[src/sbac_pkg.sv]
package sbac_pkg;

   // ------------------------------------------------------------
   // Register port
   // ------------------------------------------------------------
   localparam int REG_W = 5;
   localparam logic [1:0] SEL_SLOT = 2'h0;
   localparam logic [1:0] SEL_ARB = 2'h1;
   localparam logic [1:0] SEL_ERR = 2'h2;
   localparam logic [4:0] SLOT_RST = 5'h00;
   localparam logic [4:0] ARB_RST = 5'h00;
   localparam logic [4:0] ERR_RST = 5'h00;

   // ------------------------------------------------------------
   // Error register field positions
   // ------------------------------------------------------------
   localparam int ERR_BUS_BIT = 0;
   localparam int ERR_TMO_BIT = 1;
   localparam int ERR_AG_LSB = 2;
   localparam int AG_W = 3;
   localparam logic [2:0] AG_NONE = 3'h0;

   // ------------------------------------------------------------
   // Request attribute encodings
   // ------------------------------------------------------------
   localparam logic [1:0] SPACE_MSG = 2'h2;
   localparam logic [1:0] WIDTH_32 = 2'h3;
   localparam int PAR_BYTES = 4;
   localparam int SYNC_STAGES = 3;

   typedef enum logic [1:0] {SBAC_SP_MEM, SBAC_SP_IO, SBAC_SP_MSG, SBAC_SP_ICN} sbac_space_t;

   typedef struct packed {
      logic [1:0] space;
      logic [1:0] width;
      logic write;
      logic block;
      logic lock;
      logic bcast;
   } sbac_req_t;

   typedef struct packed {
      logic [REG_W-1:0] data;
      logic oe;
   } sbac_reg_out_t;

endpackage

[src/sbac_core.sv]
// Functional notes
// Four active-low byte parity inputs; low is bad parity, qualified to drive bus fault.
// Two low address bits taken from the bus during a request phase.
// Transceiver direction output valid in every phase, requestor or replier.
// Output lets board logic sense a bus error on the system bus.
// Error interrupt on relevant bus error, timeout or agent error.
// Five two-way register data lines carry register reads and writes.
// Two-bit select picks one of three internal registers.
// Direction input high means write, low means read.
// Output-float test input tristates all outputs; inputs keep working. ctl_par_out, arb_req_out, arb_prio_out, req_out, addr_low_out stay driven.
// Generate control-line parity; check control and address/data parity.
// During bus reset capture IDs from five lines, sixth selects target, strobe qualifies.
// ID capture repeats on every cold and warm reset.
// Reset returns all state machines and state to initial values.
// Arbitration in normal and high priority for either agent.
// Primary requests: all spaces, widths 8 to 32, read/write, block, lock.
// Secondary requests: message space, 32-bit, write only, block and broadcast.
// Replier for primary supports all options and reports agent errors.
// Board logic multiplexes shared priority and agent error inputs.
// Pins synchronous to clock except register port, lock, interrupt, arbitration inputs.
// Asynchronous agents synchronise request, select, ready themselves.
// Error register holds the latest bus error, timeout or agent error.
// Timeout resets arbitration and transfer state, logs error, raises interrupt.
// Read drives selected register onto data lines; write floats and latches them.
module sbac_core
   import sbac_pkg::*;
(
   input wire logic clk_sys,                       // Inverted bus clock
   input wire logic rst_b,                         // Bus reset, active low
   input wire logic bus_reset_act,                 // Bus reset window (cold or warm)
   input wire logic [PAR_BYTES-1:0] byte_parity_ok_n, // Byte parity, low is bad
   input wire logic [1:0] low_addr_bits_n,         // Address bits 1:0, active low
   input wire logic bus_timeout_in,                // Bus timeout
   input wire logic bus_err_in,                    // Bus error seen on system bus
   input wire logic [9:0] ctl_in_n,                // Control lines in, active low
   input wire logic ctl_par_in,                    // Control line parity in
   input wire logic [4:0] arb_in_lines_n,          // Arbitration lines, active low
   input wire logic id_target_select_n,            // Low selects arbitration ID
   input wire logic id_capture_strobe,             // ID capture qualifier
   input wire logic [1:0] agent_bus_req,           // Bus request, bit 1 secondary
   input wire logic prio_high,                     // Shared high priority request
   input wire logic [1:0] agent_handshake_rdy,     // Agent ready, bit 1 secondary
   input wire logic [1:0] agent_target_sel_n,      // Replier selects, active low
   input wire sbac_req_t req_attr_a,               // Primary request attributes
   input wire logic req_bcast_b,                   // Secondary broadcast
   input wire logic [AG_W-1:0] agent_err,          // Shared agent error code
   input wire logic arb_won,                       // Arbitration won this cycle
   input wire logic [REG_W-1:0] reg_port_data_in,  // Register data lines in
   input wire logic [1:0] reg_port_select,         // Register select
   input wire logic reg_port_write_high,           // High writes, low reads
   input wire logic reg_port_strobe,               // Register access strobe
   input wire logic output_float_n,                // Low floats outputs that have a drive enable
   output logic [REG_W-1:0] reg_port_data_out,     // Register data lines out
   output logic reg_port_data_oe,                  // Register data drive enable
   output logic xcvr_direction,                    // High transmits to bus
   output logic xcvr_direction_oe,                 // Drive enable
   output logic bus_fault_sense_n,                 // Bus error sense, active low
   output logic bus_fault_sense_oe,                // Drive enable
   output logic bus_fault_drive,                   // Drive bus error onto bus
   output logic bus_fault_drive_oe,                // Drive enable
   output logic error_irq,                         // Error interrupt to primary
   output logic error_irq_oe,                      // Drive enable
   output logic ctl_par_out,                       // Generated control parity
   output logic [1:0] grant,                       // Grant, bit 1 secondary
   output logic grant_oe,                          // Drive enable
   output logic arb_req_out,                       // Arbitration request to bus
   output logic arb_prio_out,                      // Priority for arbitration
   output sbac_req_t req_out,                      // Request attributes to bus
   output logic [1:0] addr_low_out                 // Captured address low bits
);

   typedef enum logic [2:0] {SBAC_IDLE, SBAC_ARB, SBAC_GRANT, SBAC_XFER, SBAC_REPLY} sbac_st_t;

   // ------------------------------------------------------------
   // Functions
   // ------------------------------------------------------------
   function automatic logic odd_par(input logic [9:0] v);
      odd_par = ~(^v);
   endfunction

   // ------------------------------------------------------------
   // Asynchronous inputs
   // ------------------------------------------------------------
   logic [4:0] arb_sync;
   logic tsel_sync;
   logic strb_sync;
   logic [REG_W-1:0] rdat_sync;
   logic [1:0] rsel_sync;
   logic rwr_sync;
   logic rstb_sync;

   sbac_sync #(.W(7)) u_sync_arb (
      .clk_sys(clk_sys),
      .rst_b(rst_b),
      .d_in({arb_in_lines_n, id_target_select_n, id_capture_strobe}),
      .q_out({arb_sync, tsel_sync, strb_sync})
   );

   sbac_sync #(.W(REG_W + 4)) u_sync_reg (
      .clk_sys(clk_sys),
      .rst_b(rst_b),
      .d_in({reg_port_data_in, reg_port_select, reg_port_write_high, reg_port_strobe}),
      .q_out({rdat_sync, rsel_sync, rwr_sync, rstb_sync})
   );

   // ------------------------------------------------------------
   // State
   // ------------------------------------------------------------
   sbac_st_t st_reg, st_next;
   logic [REG_W-1:0] slot_reg, slot_next;
   logic [REG_W-1:0] arbitration_number_reg, arbitration_number_next;
   logic [REG_W-1:0] err_reg, err_next;
   logic irq_reg, irq_next;
   logic fault_reg, fault_next;
   logic dir_reg, dir_next;
   logic [1:0] grant_reg, grant_next;
   logic owner_b_reg, owner_b_next;
   logic strb_d_reg;
   logic rstb_d_reg;
   logic [1:0] addr_reg, addr_next;
   sbac_req_t req_reg, req_next;
   logic [REG_W-1:0] rdout_reg, rdout_next;
   logic rdoe_reg, rdoe_next;

   // ------------------------------------------------------------
   // Decode
   // ------------------------------------------------------------
   wire id_take = bus_reset_act && strb_sync && !strb_d_reg;
   wire reg_take = rstb_sync && !rstb_d_reg && !bus_reset_act;
   wire reg_wr = reg_take && rwr_sync;
   wire reg_rd = rstb_sync && !rwr_sync;
   wire par_bad = |(~byte_parity_ok_n);
   wire ctl_bad = odd_par(ctl_in_n) != ctl_par_in;
   wire req_phase = (st_reg == SBAC_XFER);
   wire dat_fault = req_phase && (par_bad || ctl_bad);
   wire ag_fault = (st_reg == SBAC_REPLY) && (agent_err != AG_NONE)
                   && agent_handshake_rdy[0];
   wire any_err = bus_err_in || bus_timeout_in || ag_fault;
   wire repl_sel = ~&agent_target_sel_n;
   wire [REG_W-1:0] reg_mux = (rsel_sync == SEL_SLOT) ? slot_reg :
                              (rsel_sync == SEL_ARB) ? arbitration_number_reg :
                              (rsel_sync == SEL_ERR) ? err_reg : '0;

   // ------------------------------------------------------------
   // Next state
   // ------------------------------------------------------------
   always_comb begin
      st_next = st_reg;
      grant_next = grant_reg;
      owner_b_next = owner_b_reg;
      dir_next = dir_reg;
      addr_next = addr_reg;
      req_next = req_reg;
      case (st_reg)
         SBAC_IDLE: begin
            grant_next = 2'h0;
            dir_next = 1'b0;
            if (|agent_bus_req) begin
               st_next = SBAC_ARB;
               owner_b_next = agent_bus_req[1];
            end else if (repl_sel) begin
               st_next = SBAC_REPLY;
            end
         end
         SBAC_ARB: begin
            if (arb_won) begin
               st_next = SBAC_GRANT;
               grant_next = owner_b_reg ? 2'h2 : 2'h1;
               dir_next = 1'b1;
            end
         end
         SBAC_GRANT: begin
            if (agent_handshake_rdy[owner_b_reg]) begin
               st_next = SBAC_XFER;
               addr_next = ~low_addr_bits_n;
               if (owner_b_reg) begin
                  req_next.space = SPACE_MSG;
                  req_next.width = WIDTH_32;
                  req_next.write = 1'b1;
                  req_next.block = 1'b1;
                  req_next.lock = 1'b0;
                  req_next.bcast = req_bcast_b;
               end else begin
                  req_next = req_attr_a;
               end
            end
         end
         SBAC_XFER: begin
            grant_next = 2'h0;
            st_next = SBAC_REPLY;
         end
         SBAC_REPLY: begin
            dir_next = (grant_reg == 2'h0) && !repl_sel ? dir_reg : 1'b0;
            if (agent_handshake_rdy[owner_b_reg] || !repl_sel) begin
               st_next = SBAC_IDLE;
            end
         end
         default: begin
            st_next = SBAC_IDLE;
         end
      endcase
      if (bus_timeout_in) begin
         st_next = SBAC_IDLE;
         grant_next = 2'h0;
         dir_next = 1'b0;
      end
   end

   // Registers and latest-error capture
   always_comb begin
      slot_next = slot_reg;
      arbitration_number_next = arbitration_number_reg;
      err_next = err_reg;
      if (id_take) begin
         if (tsel_sync) begin
            slot_next = ~arb_sync;
         end else begin
            arbitration_number_next = ~arb_sync;
         end
      end else if (reg_wr) begin
         case (rsel_sync)
            SEL_SLOT: slot_next = rdat_sync;
            SEL_ARB: arbitration_number_next = rdat_sync;
            SEL_ERR: err_next = rdat_sync;
            default: err_next = err_reg;
         endcase
      end
      if (any_err || dat_fault) begin
         err_next = '0;
         err_next[ERR_BUS_BIT] = bus_err_in || dat_fault;
         err_next[ERR_TMO_BIT] = bus_timeout_in;
         err_next[ERR_AG_LSB +: AG_W] = ag_fault ? agent_err : AG_NONE;
      end
   end

   assign irq_next = any_err || dat_fault;
   assign fault_next = dat_fault;
   assign rdout_next = reg_rd ? reg_mux : rdout_reg;
   assign rdoe_next = reg_rd && !bus_reset_act;

   // ------------------------------------------------------------
   // Flip-flops
   // ------------------------------------------------------------
   always_ff @(posedge clk_sys or negedge rst_b) begin
      if (!rst_b) begin
         st_reg <= SBAC_IDLE;
         grant_reg <= 2'h0;
         owner_b_reg <= 1'b0;
         dir_reg <= 1'b0;
         addr_reg <= 2'h0;
         req_reg <= '0;
      end else begin
         st_reg <= st_next;
         grant_reg <= grant_next;
         owner_b_reg <= owner_b_next;
         dir_reg <= dir_next;
         addr_reg <= addr_next;
         req_reg <= req_next;
      end
   end

   always_ff @(posedge clk_sys or negedge rst_b) begin
      if (!rst_b) begin
         slot_reg <= SLOT_RST;
         arbitration_number_reg <= ARB_RST;
         err_reg <= ERR_RST;
         irq_reg <= 1'b0;
         fault_reg <= 1'b0;
         strb_d_reg <= 1'b0;
         rstb_d_reg <= 1'b0;
         rdout_reg <= '0;
         rdoe_reg <= 1'b0;
      end else begin
         slot_reg <= slot_next;
         arbitration_number_reg <= arbitration_number_next;
         err_reg <= err_next;
         irq_reg <= irq_next;
         fault_reg <= fault_next;
         strb_d_reg <= strb_sync;
         rstb_d_reg <= rstb_sync;
         rdout_reg <= rdout_next;
         rdoe_reg <= rdoe_next;
      end
   end

   // ------------------------------------------------------------
   // Outputs
   // ------------------------------------------------------------
   wire drv_en = output_float_n;
   assign reg_port_data_out = rdout_reg;
   assign reg_port_data_oe = rdoe_reg && drv_en;
   assign xcvr_direction = dir_reg;
   assign xcvr_direction_oe = drv_en;
   assign bus_fault_sense_n = ~bus_err_in;
   assign bus_fault_sense_oe = drv_en;
   assign bus_fault_drive = fault_reg;
   assign bus_fault_drive_oe = drv_en;
   assign error_irq = irq_reg;
   assign error_irq_oe = drv_en;
   assign ctl_par_out = odd_par(ctl_in_n);
   assign grant = grant_reg;
   assign grant_oe = drv_en;
   assign arb_req_out = (st_reg == SBAC_ARB);
   assign arb_prio_out = (st_reg == SBAC_ARB) && prio_high;
   assign req_out = req_reg;
   assign addr_low_out = addr_reg;

   // ------------------------------------------------------------
   // Checks
   // ------------------------------------------------------------
   a_irq_on_timeout: assert property (@(posedge clk_sys) disable iff (!rst_b)
      bus_timeout_in |=> error_irq) else $error("irq missing after timeout");
   a_timeout_idle: assert property (@(posedge clk_sys) disable iff (!rst_b)
      bus_timeout_in |=> (st_reg == SBAC_IDLE && grant == 2'h0))
      else $error("timeout did not clear state");
   a_err_tmo_bit: assert property (@(posedge clk_sys) disable iff (!rst_b)
      bus_timeout_in |=> err_reg[ERR_TMO_BIT]) else $error("timeout not logged");
   a_float_outputs: assert property (@(posedge clk_sys) disable iff (!rst_b)
      !output_float_n |-> !(reg_port_data_oe || xcvr_direction_oe || error_irq_oe))
      else $error("output driven while floated");
   a_write_no_drive: assert property (@(posedge clk_sys) disable iff (!rst_b)
      reg_wr |=> !reg_port_data_oe) else $error("data driven during write");
   a_parity_fault: assert property (@(posedge clk_sys) disable iff (!rst_b)
      (req_phase && par_bad) |=> bus_fault_drive) else $error("parity fault lost");
   a_sec_msg_only: assert property (@(posedge clk_sys) disable iff (!rst_b)
      (st_reg == SBAC_XFER && owner_b_reg) |-> (req_out.space == SPACE_MSG
      && req_out.width == WIDTH_32 && req_out.write)) else $error("secondary attr bad");
   a_dir_on_grant: assert property (@(posedge clk_sys) disable iff (!rst_b)
      $rose(grant[0] || grant[1]) |-> xcvr_direction) else $error("direction not set");
   a_id_capture: assert property (@(posedge clk_sys) disable iff (!rst_b)
      (id_take && tsel_sync) |=> slot_reg == ~$past(arb_sync))
      else $error("slot id not captured");
   a_fault_sense: assert property (@(posedge clk_sys) disable iff (!rst_b)
      bus_err_in |-> !bus_fault_sense_n) else $error("bus error not sensed");
   a_ctl_par_fault: assert property (@(posedge clk_sys) disable iff (!rst_b)
      (req_phase && ctl_bad) |=> bus_fault_drive) else $error("ctl parity fault lost");
   a_read_drive: assert property (@(posedge clk_sys) disable iff (!rst_b)
      (reg_rd && !bus_reset_act) |=> (reg_port_data_oe || !output_float_n))
      else $error("read data not driven");

endmodule

[src/sbac_sync.sv]
module sbac_sync
   import sbac_pkg::*;
#(
   parameter int W = 1
) (
   input wire logic clk_sys,        // System clock
   input wire logic rst_b,          // Async reset, active low
   input wire logic [W-1:0] d_in,   // Asynchronous input
   output logic [W-1:0] q_out       // Filtered, synchronised value
);

   logic [W-1:0] s1_reg;
   logic [W-1:0] s2_reg;
   logic [W-1:0] s3_reg;
   logic [W-1:0] q_reg;
   logic [W-1:0] q_next;

   // Each bit changes on its own once its stages two and three agree
   assign q_next = (s3_reg & ~(s2_reg ^ s3_reg)) | (q_reg & (s2_reg ^ s3_reg));
   assign q_out = q_reg;

   always_ff @(posedge clk_sys or negedge rst_b) begin
      if (!rst_b) begin
         s1_reg <= '0;
         s2_reg <= '0;
         s3_reg <= '0;
         q_reg <= '0;
      end else begin
         s1_reg <= d_in;
         s2_reg <= s1_reg;
         s3_reg <= s2_reg;
         q_reg <= q_next;
      end
   end

endmodule

[config.mk]
export PLATFORM = sky130hd
export DESIGN_NAME = sbac_core
export DESIGN_NICKNAME = d
export VERILOG_FILES = /design/src/sbac_pkg.sv /design/src/sbac_core.sv /design/src/sbac_sync.sv
export SDC_FILE = /design/constraint.sdc
export NUM_CORES = 1
export LEC_CHECK = 0
export BUFFER_PORTS_ARGS = -buffer_cell sky130_fd_sc_hd__buf_4
export CORE_MARGIN = 2
export CORE_UTILIZATION = 48
export DETAILED_ROUTE_END_ITERATION = 6
export PLACE_DENSITY = 0.75
export SLEW_MARGIN = 5
export SYNTH_ARGS = -nofsm -noshare
export SYNTH_HDL_FRONTEND = slang
export SYNTH_SLANG_ARGS = --single-unit
[constraint.sdc]
create_clock -name clk_sys -period 1.9 [get_ports clk_sys]
set_clock_uncertainty 0.1 [all_clocks]
set_input_delay 0.19 -clock clk_sys [delete_from_list [all_inputs] [get_ports clk_sys]]
set_output_delay 0.19 -clock clk_sys [all_outputs]
set_load 0.05 [all_outputs]
Word-level counts from Yosys, hierarchy flattened:

Cells that the tools add are included.

* bits in registers: 106
* latch bits: 0
* bits in writable memories: 0
* ROM bits: 0
* input bits: 59
* output and inout bits: 30
* word-level logic and storage cells: 140
* memories kept: 0

* add/subtract/negate cells: 0
* multipliers: 0
* divide/modulo/power cells: 0
* $lt $le $gt $ge: 1
* equality and inequality tests: 15
* shifts and indexed selects: 0
* muxes and demuxes: 34
* bitwise operators: 15
* reduce and logical (&&, ||, !) cells: 47

Operators with widths (count)
* 5-bit 2-to-1 mux: 15
* 3-bit 2-to-1 mux: 7
* 9-bit bitwise AND: 2
* 3-bit case mux with 5 select lines: 1
* 7-bit bitwise AND: 2
* 1-bit logical AND: 13
* 3-bit AND reduction: 4
* 2-bit nonzero test: 5
* 10-bit parity: 1
* 3-bit inequality test, second input constant: 3
* 9-bit NOT: 1
* 9-bit bitwise OR: 1
* 9-bit bitwise XOR: 1
* 8-bit 2-to-1 mux: 1
* 2-bit AND reduction: 4
* 7-bit NOT: 1
* 7-bit bitwise OR: 1
* 7-bit bitwise XOR: 1
* 3-bit by 2-bit equality test with 1-bit output, second input constant: 2
* 1-bit logical OR: 6
* 2-bit 2-to-1 mux: 3
* 3-bit nonzero test: 2
* 1-bit 2-to-1 mux: 5
* 5-bit NOT: 1
* other kinds (22): 29

Depth between registers and ports, before layout:

* word-level depth: 8
* mapped depth: 6
* mapped depth without buffers: 5

By module:

A second synthesis with hierarchy kept.

* cell total of the unflattened synthesis: 305
* area total of the unflattened synthesis: 3935.0 µm²

By module, submodules not included
* sbac_core: instances 1, cells an instance 225, area an instance 2153.3 µm², seq. area each 1051.0 µm²
* sbac_sync (u_sync_reg): instances 1, cells an instance 45, area an instance 1002.2 µm², seq. area each 900.9 µm²
* sbac_sync (u_sync_arb): instances 1, cells an instance 35, area an instance 779.5 µm², seq. area each 700.7 µm²

Worst setup path before layout:

Ideal clock, no wire load.

* path kind: input-to-reg
* from: input port ctl_in_n[7]
* to: register err_reg[2]
* setup time: 0.126 ns
* data arrival time: 1.766 ns
* required time: 1.674 ns
* setup slack: -0.092 ns
* cell stages on the path: 6
* buffers on the path: 1
* cells stage by stage: xnor2_2 xnor3_1 or3b_4 and3_4 buf_6 o32a_1

* longest elaborated chain between the ends: 8
* elaborated cells on any way between the ends: 11
* those cells by class: eq/ne (2); mux (1); bitwise (1); reduce/logical (7)

Ends and longest elaborated chain
* start, declared: RTL line sbac_core.sv:35 `input wire logic [9:0] ctl_in_n,`
* 10-bit parity (*): RTL line sbac_core.sv:78 `odd_par = ~(^v);`
* 1-bit NOT (*): RTL line sbac_core.sv:78
* 1-bit inequality test (*): RTL line sbac_core.sv:133 `wire ctl_bad = odd_par(ctl_in_n) != ctl_par_in;`
* 1-bit logical OR (*): RTL line sbac_core.sv:135 `wire dat_fault = req_phase && (par_bad || ctl_bad);`
* 1-bit logical AND (*): RTL line sbac_core.sv:135
* net dat_fault: RTL line sbac_core.sv:135
* 1-bit logical OR (*): RTL line sbac_core.sv:228 `if (any_err || dat_fault) begin`
* 2-bit inequality test (no source line) or 2-bit nonzero test (tied branches)
* 3-bit AND reduction (no source line)
* end signal, assigned: RTL line sbac_core.sv:276 `err_reg <= err_next;`
* end, declared: RTL line sbac_core.sv:112 `logic [REG_W-1:0] err_reg, err_next;`

Mark *: on every way through the listed nets, which the timed path passes. The rest lies on a longest branch.
A chain may end at the register's enable or synchronous reset.

==> key figures <==
Timing
  • Worst Max-Slew Pin Slew: about 0.54 ns
  • Setup ws final: about 0.11 ns
  • Max_slew headroom: 63.81%
  • Setup TNS: 0 ns
  • Final-report hold violation count: 0
  • Final min period: around 1.8 ns
  • Unrepaired setup endpoints after global routing: false
  • Fin. max-slew vios: 0
  • Setup violations, final: 0
  • Tcrit/Tclk final: 93.98%
  • Fmax: ~560 MHz
  • WHS: ~0.039 ns

Global routing
  • First-pass GRT wire length: ~12 mm
  • Vias in the first global route: between 2k and 3k
  • Largest net degree at the start of global routing: 37
  • Antenna violations before repair: 0
  • Total track usage: between 10% and 20%
  • GRT overflow: 0

Power
  • Maximum vdd drop: a little under 0.8 mV
  • Combinational power share: approximately 30%
  • Leakage Power: around 2.5 nW
  • Clk network pwr share: 22.7%
  • Internal power consumption: approximately 3.8 mW
  • Flop pwr share: 47.7%
  • Pwr Total: 5.895 mW
  • Net Switching: 2.076 mW
  • Switching share of power: a little over a third
  • Pwr dens: roughly 1100 nW/um^2

Critical path
  • CP Launch Type: register
  • Setup CP Type: register to register
  • WP data required: approximately 2 ns
  • Largest fanout on the critical path: 5
  • Cells on worst reg2reg path: 6
  • Most frequent CP cell: buf_4
  • Max incr delay on CP: about 0.38 ns
  • Critical path cell sequence: nor4bb_4 -> buf_4 -> nand2b_1 -> o22ai_2 -> buf_4 -> mux2_2
  • Arr. time, crit path: slightly below 2 ns
  • RR Endpoint: slot_reg[0]
  • CP delay by family, top: flip-flops
  • CP endpoint kind: register
  • WP buf/inv: 2
  • R2R setup slack: roughly 0.11 ns
  • Slowest CP cell: dfrtp_1

Route
  • DRT Pass-1 Iters: 4
  • Via Count: about 2.7k
  • Routed len/inst: 13.71 um
  • # DRC: 0
  • Via density: 4.984
  • Final WL: about 7.5 mm
  • Drt first-iter violations: 84
  • Final ANT Viol Nets: 0

Place
  • Placed cell area: between 4000 and 5000 um^2
  • Pre-CTS setup slack: -0.1354 ns
  • I/O Buffers: a little under 90
  • Post-DP HPWL: 5.323 mm
  • Final Wtd Congestion: ~0.81

Clock tree
  • Clk slew on worst S/H paths: around 0.11 ns
  • Htree depth: 3
  • CTS tree: built
  • Root Buffer: clkbuf_8
  • Sink Count: 106
  • CTS buffer count: 9
  • Number of buffers on the longest clock path: 2
  • Clock insertion delay at the later pin of the skew report: 0.37 ns

Logic synthesis
  • Synth Instances: a little over 300
  • Avg Cell Area, Syn: between 10 and 15 um^2
  • Number of synthesized register bits: about 110
  • Post-synth EDFFs: 0
  • Top_reg_cell synth: dfrtp_1
  • Async set or reset register ratio after synthesis: between 90% and 100%
  • Syn Std Cell Area: between 3000 and 4000 um^2
  • Syn Nets: between 300 and 400
  • Seq/Total Area, Yosys: approximately two thirds
  • Synth unique cells: 44
  • Yosys Warn Count: 0

Cells and area
  • Diode count: 0
  • Fillcell total: between 600 and 700
  • Nets@finish: 499
  • Syn-to-layout area delta: 35.58%
  • Storage cell area: roughly 2700 um^2
  • Area occupied by multi-input gates: 1262 um^2
  • Final Instance Area: 5411 um^2
  • Share of cells above drive strength 1: roughly a third

Floorplanning
  • Area of the die: 9061 um^2
  • IO Pins: 89
  • Row count: 33
  • Starting Density: between 40% and 50%
  • Core Area: around 8000 um^2
  • Die H: roughly 95 um
  • Die X: approximately 95 um

Flow run
  • Max-cap viol count: 0

Min path
  • Hold Path Class: input pin to register
  • WHS Endpoint: req_out[0]
  • Hold Path Origin: req_attr_a[0]
  • Hold path cells: 3

Status
  • Outcome: complete, no violations
-- cells in the final DEF, fill, tap and decap left out, drive strengths merged, types with 3 or more instances in the layout --
| cell | Yosys | layout |
|---|---|---|
| o32a | 3 | 3 |
| clkbuf | 11 | 9 |
| buf | 6 | 110 |
| nor2b | 3 | 3 |
| dfrtp | 106 | 106 |
| a211oi | 5 | 5 |
| o21ai | 26 | 26 |
| dlygate4sd3 | 0 | 29 |
| nor3 | 6 | 6 |
| clkinv | 0 | 3 |
| mux2i | 6 | 6 |
| inv | 5 | 9 |
| and2 | 3 | 3 |
| nand2b | 5 | 5 |
| a21oi | 11 | 11 |
| or3 | 4 | 4 |
| maj3 | 16 | 16 |
| xnor2 | 7 | 7 |
| nand2 | 28 | 28 |
| nor2 | 16 | 16 |
| mux2 | 11 | 11 |
-- power by group through the flow --
stage	combinational [mW]	sequential, mW	clock (mW)
final	1.74	2.81	1.34
after global routing	1.88	2.86	1.48
after CTS	1.74	2.81	1.39
after detailed placement	1.69	2.85	0
after global placement	1.66	2.83	0
after floorplan	0.612	3.31	0
-- Yosys cell counts, types with 2 or more instances --
library cell	instances	area share (%)
a31oi_1	2	0.31
nand2_1	28	2.6
a21oi_1	11	1.4
mux2i_1	6	1.5
xnor2_2	2	0.82
a211oi_1	5	0.94
nor2_1	16	1.5
xor2_1	2	0.44
dfrtp_1	106	66
nand3b_1	2	0.38
o32a_1	3	0.75
and2_1	3	0.47
maj3_1	16	4.0
mux2_2	11	3.1
or3_1	4	0.63
clkbuf_1	11	1.0
o21ai_0	26	3.3
nor4bb_1	2	0.50
a22o_1	2	0.44
xnor2_1	5	1.1
nand2b_1	5	0.78
and3b_1	2	0.44
inv_1	5	0.47
nor3_1	6	0.75
buf_4	5	0.94
nor2b_1	3	0.47
-- stage by stage --
| stage | instances | util, % |
|---|---|---|
| finish | 550 | 66.53 |
| detailed placement | 503 | 59.99 |
| global route | 550 | 66.53 |
| floorplan | 307 | - |
| global placement | 503 | 59.99 |
| CTS | 548 | 66.08 |
-- metal layers --
metal / vias to the layer above / global-route usage (%) / share of wire [%]
li1: 1327 / - / -
met3: 4 / 5.455 / 5.8
met2: 70 / 30.63 / 54
met1: 1340 / 21.57 / 40
met4: 0 / 4.710 / 0.29
met5: - / 0 / 0
-- cells by family after synthesis --
logic type / count (synthesis) / share of synthesized area (%)
compound gates: 56 / 8.464
fa+ha+maj: 16 / 4.012
buf+inv: 22 / 2.727
xor+xnor: 11 / 3.511
flops: 106 / 66.46
mux: 17 / 4.608
simple gates: 79 / 10.22
-- worst max-delay path by stage --
| stage | cells past startpoint | startpoint | endpoint | slack [ns] |
|---|---|---|---|---|
| floorplan | 6 | ctl_in_n[9] | err_reg[2] | -0.09 |
| global placement | 6 | ctl_in_n[9] | err_reg[4] | -0.11 |
| detailed placement | 6 | ctl_in_n[7] | err_reg[4] | -0.14 |
| CTS | 6 | register | slot_reg[0] | 0.06 |
| global route | 6 | rstb_d_reg | slot_reg[1] | 0.02 |
| finish | 6 | register | slot_reg[0] | 0.11 |
-- final cells by class --
cell class	count	area share [%]
Sequential cell	106	49.02
Clock inverter	7	1.503
Inverter	5	0.3468
Timing Repair Buffer	139	21.09
Multi-Input combinational cell	179	23.33
Clock buffer	9	2.289
Tap cell	105	2.428
-- repair_timing --
item                                    4_1_cts  5_1_grt
endpoints found under the setup margin        0        7
gates resized for setup                       0        3
endpoints found under the hold margin        63        0
buffers inserted                              0        2
hold buffers                                 29        0
-- tightest hold or removal path: stages --
cell and delay [ns]:
buf_4 0.08, mux2i_1 0.05, o21ai_0 0.16
Note: power is estimated with default switching activity, not from simulation.
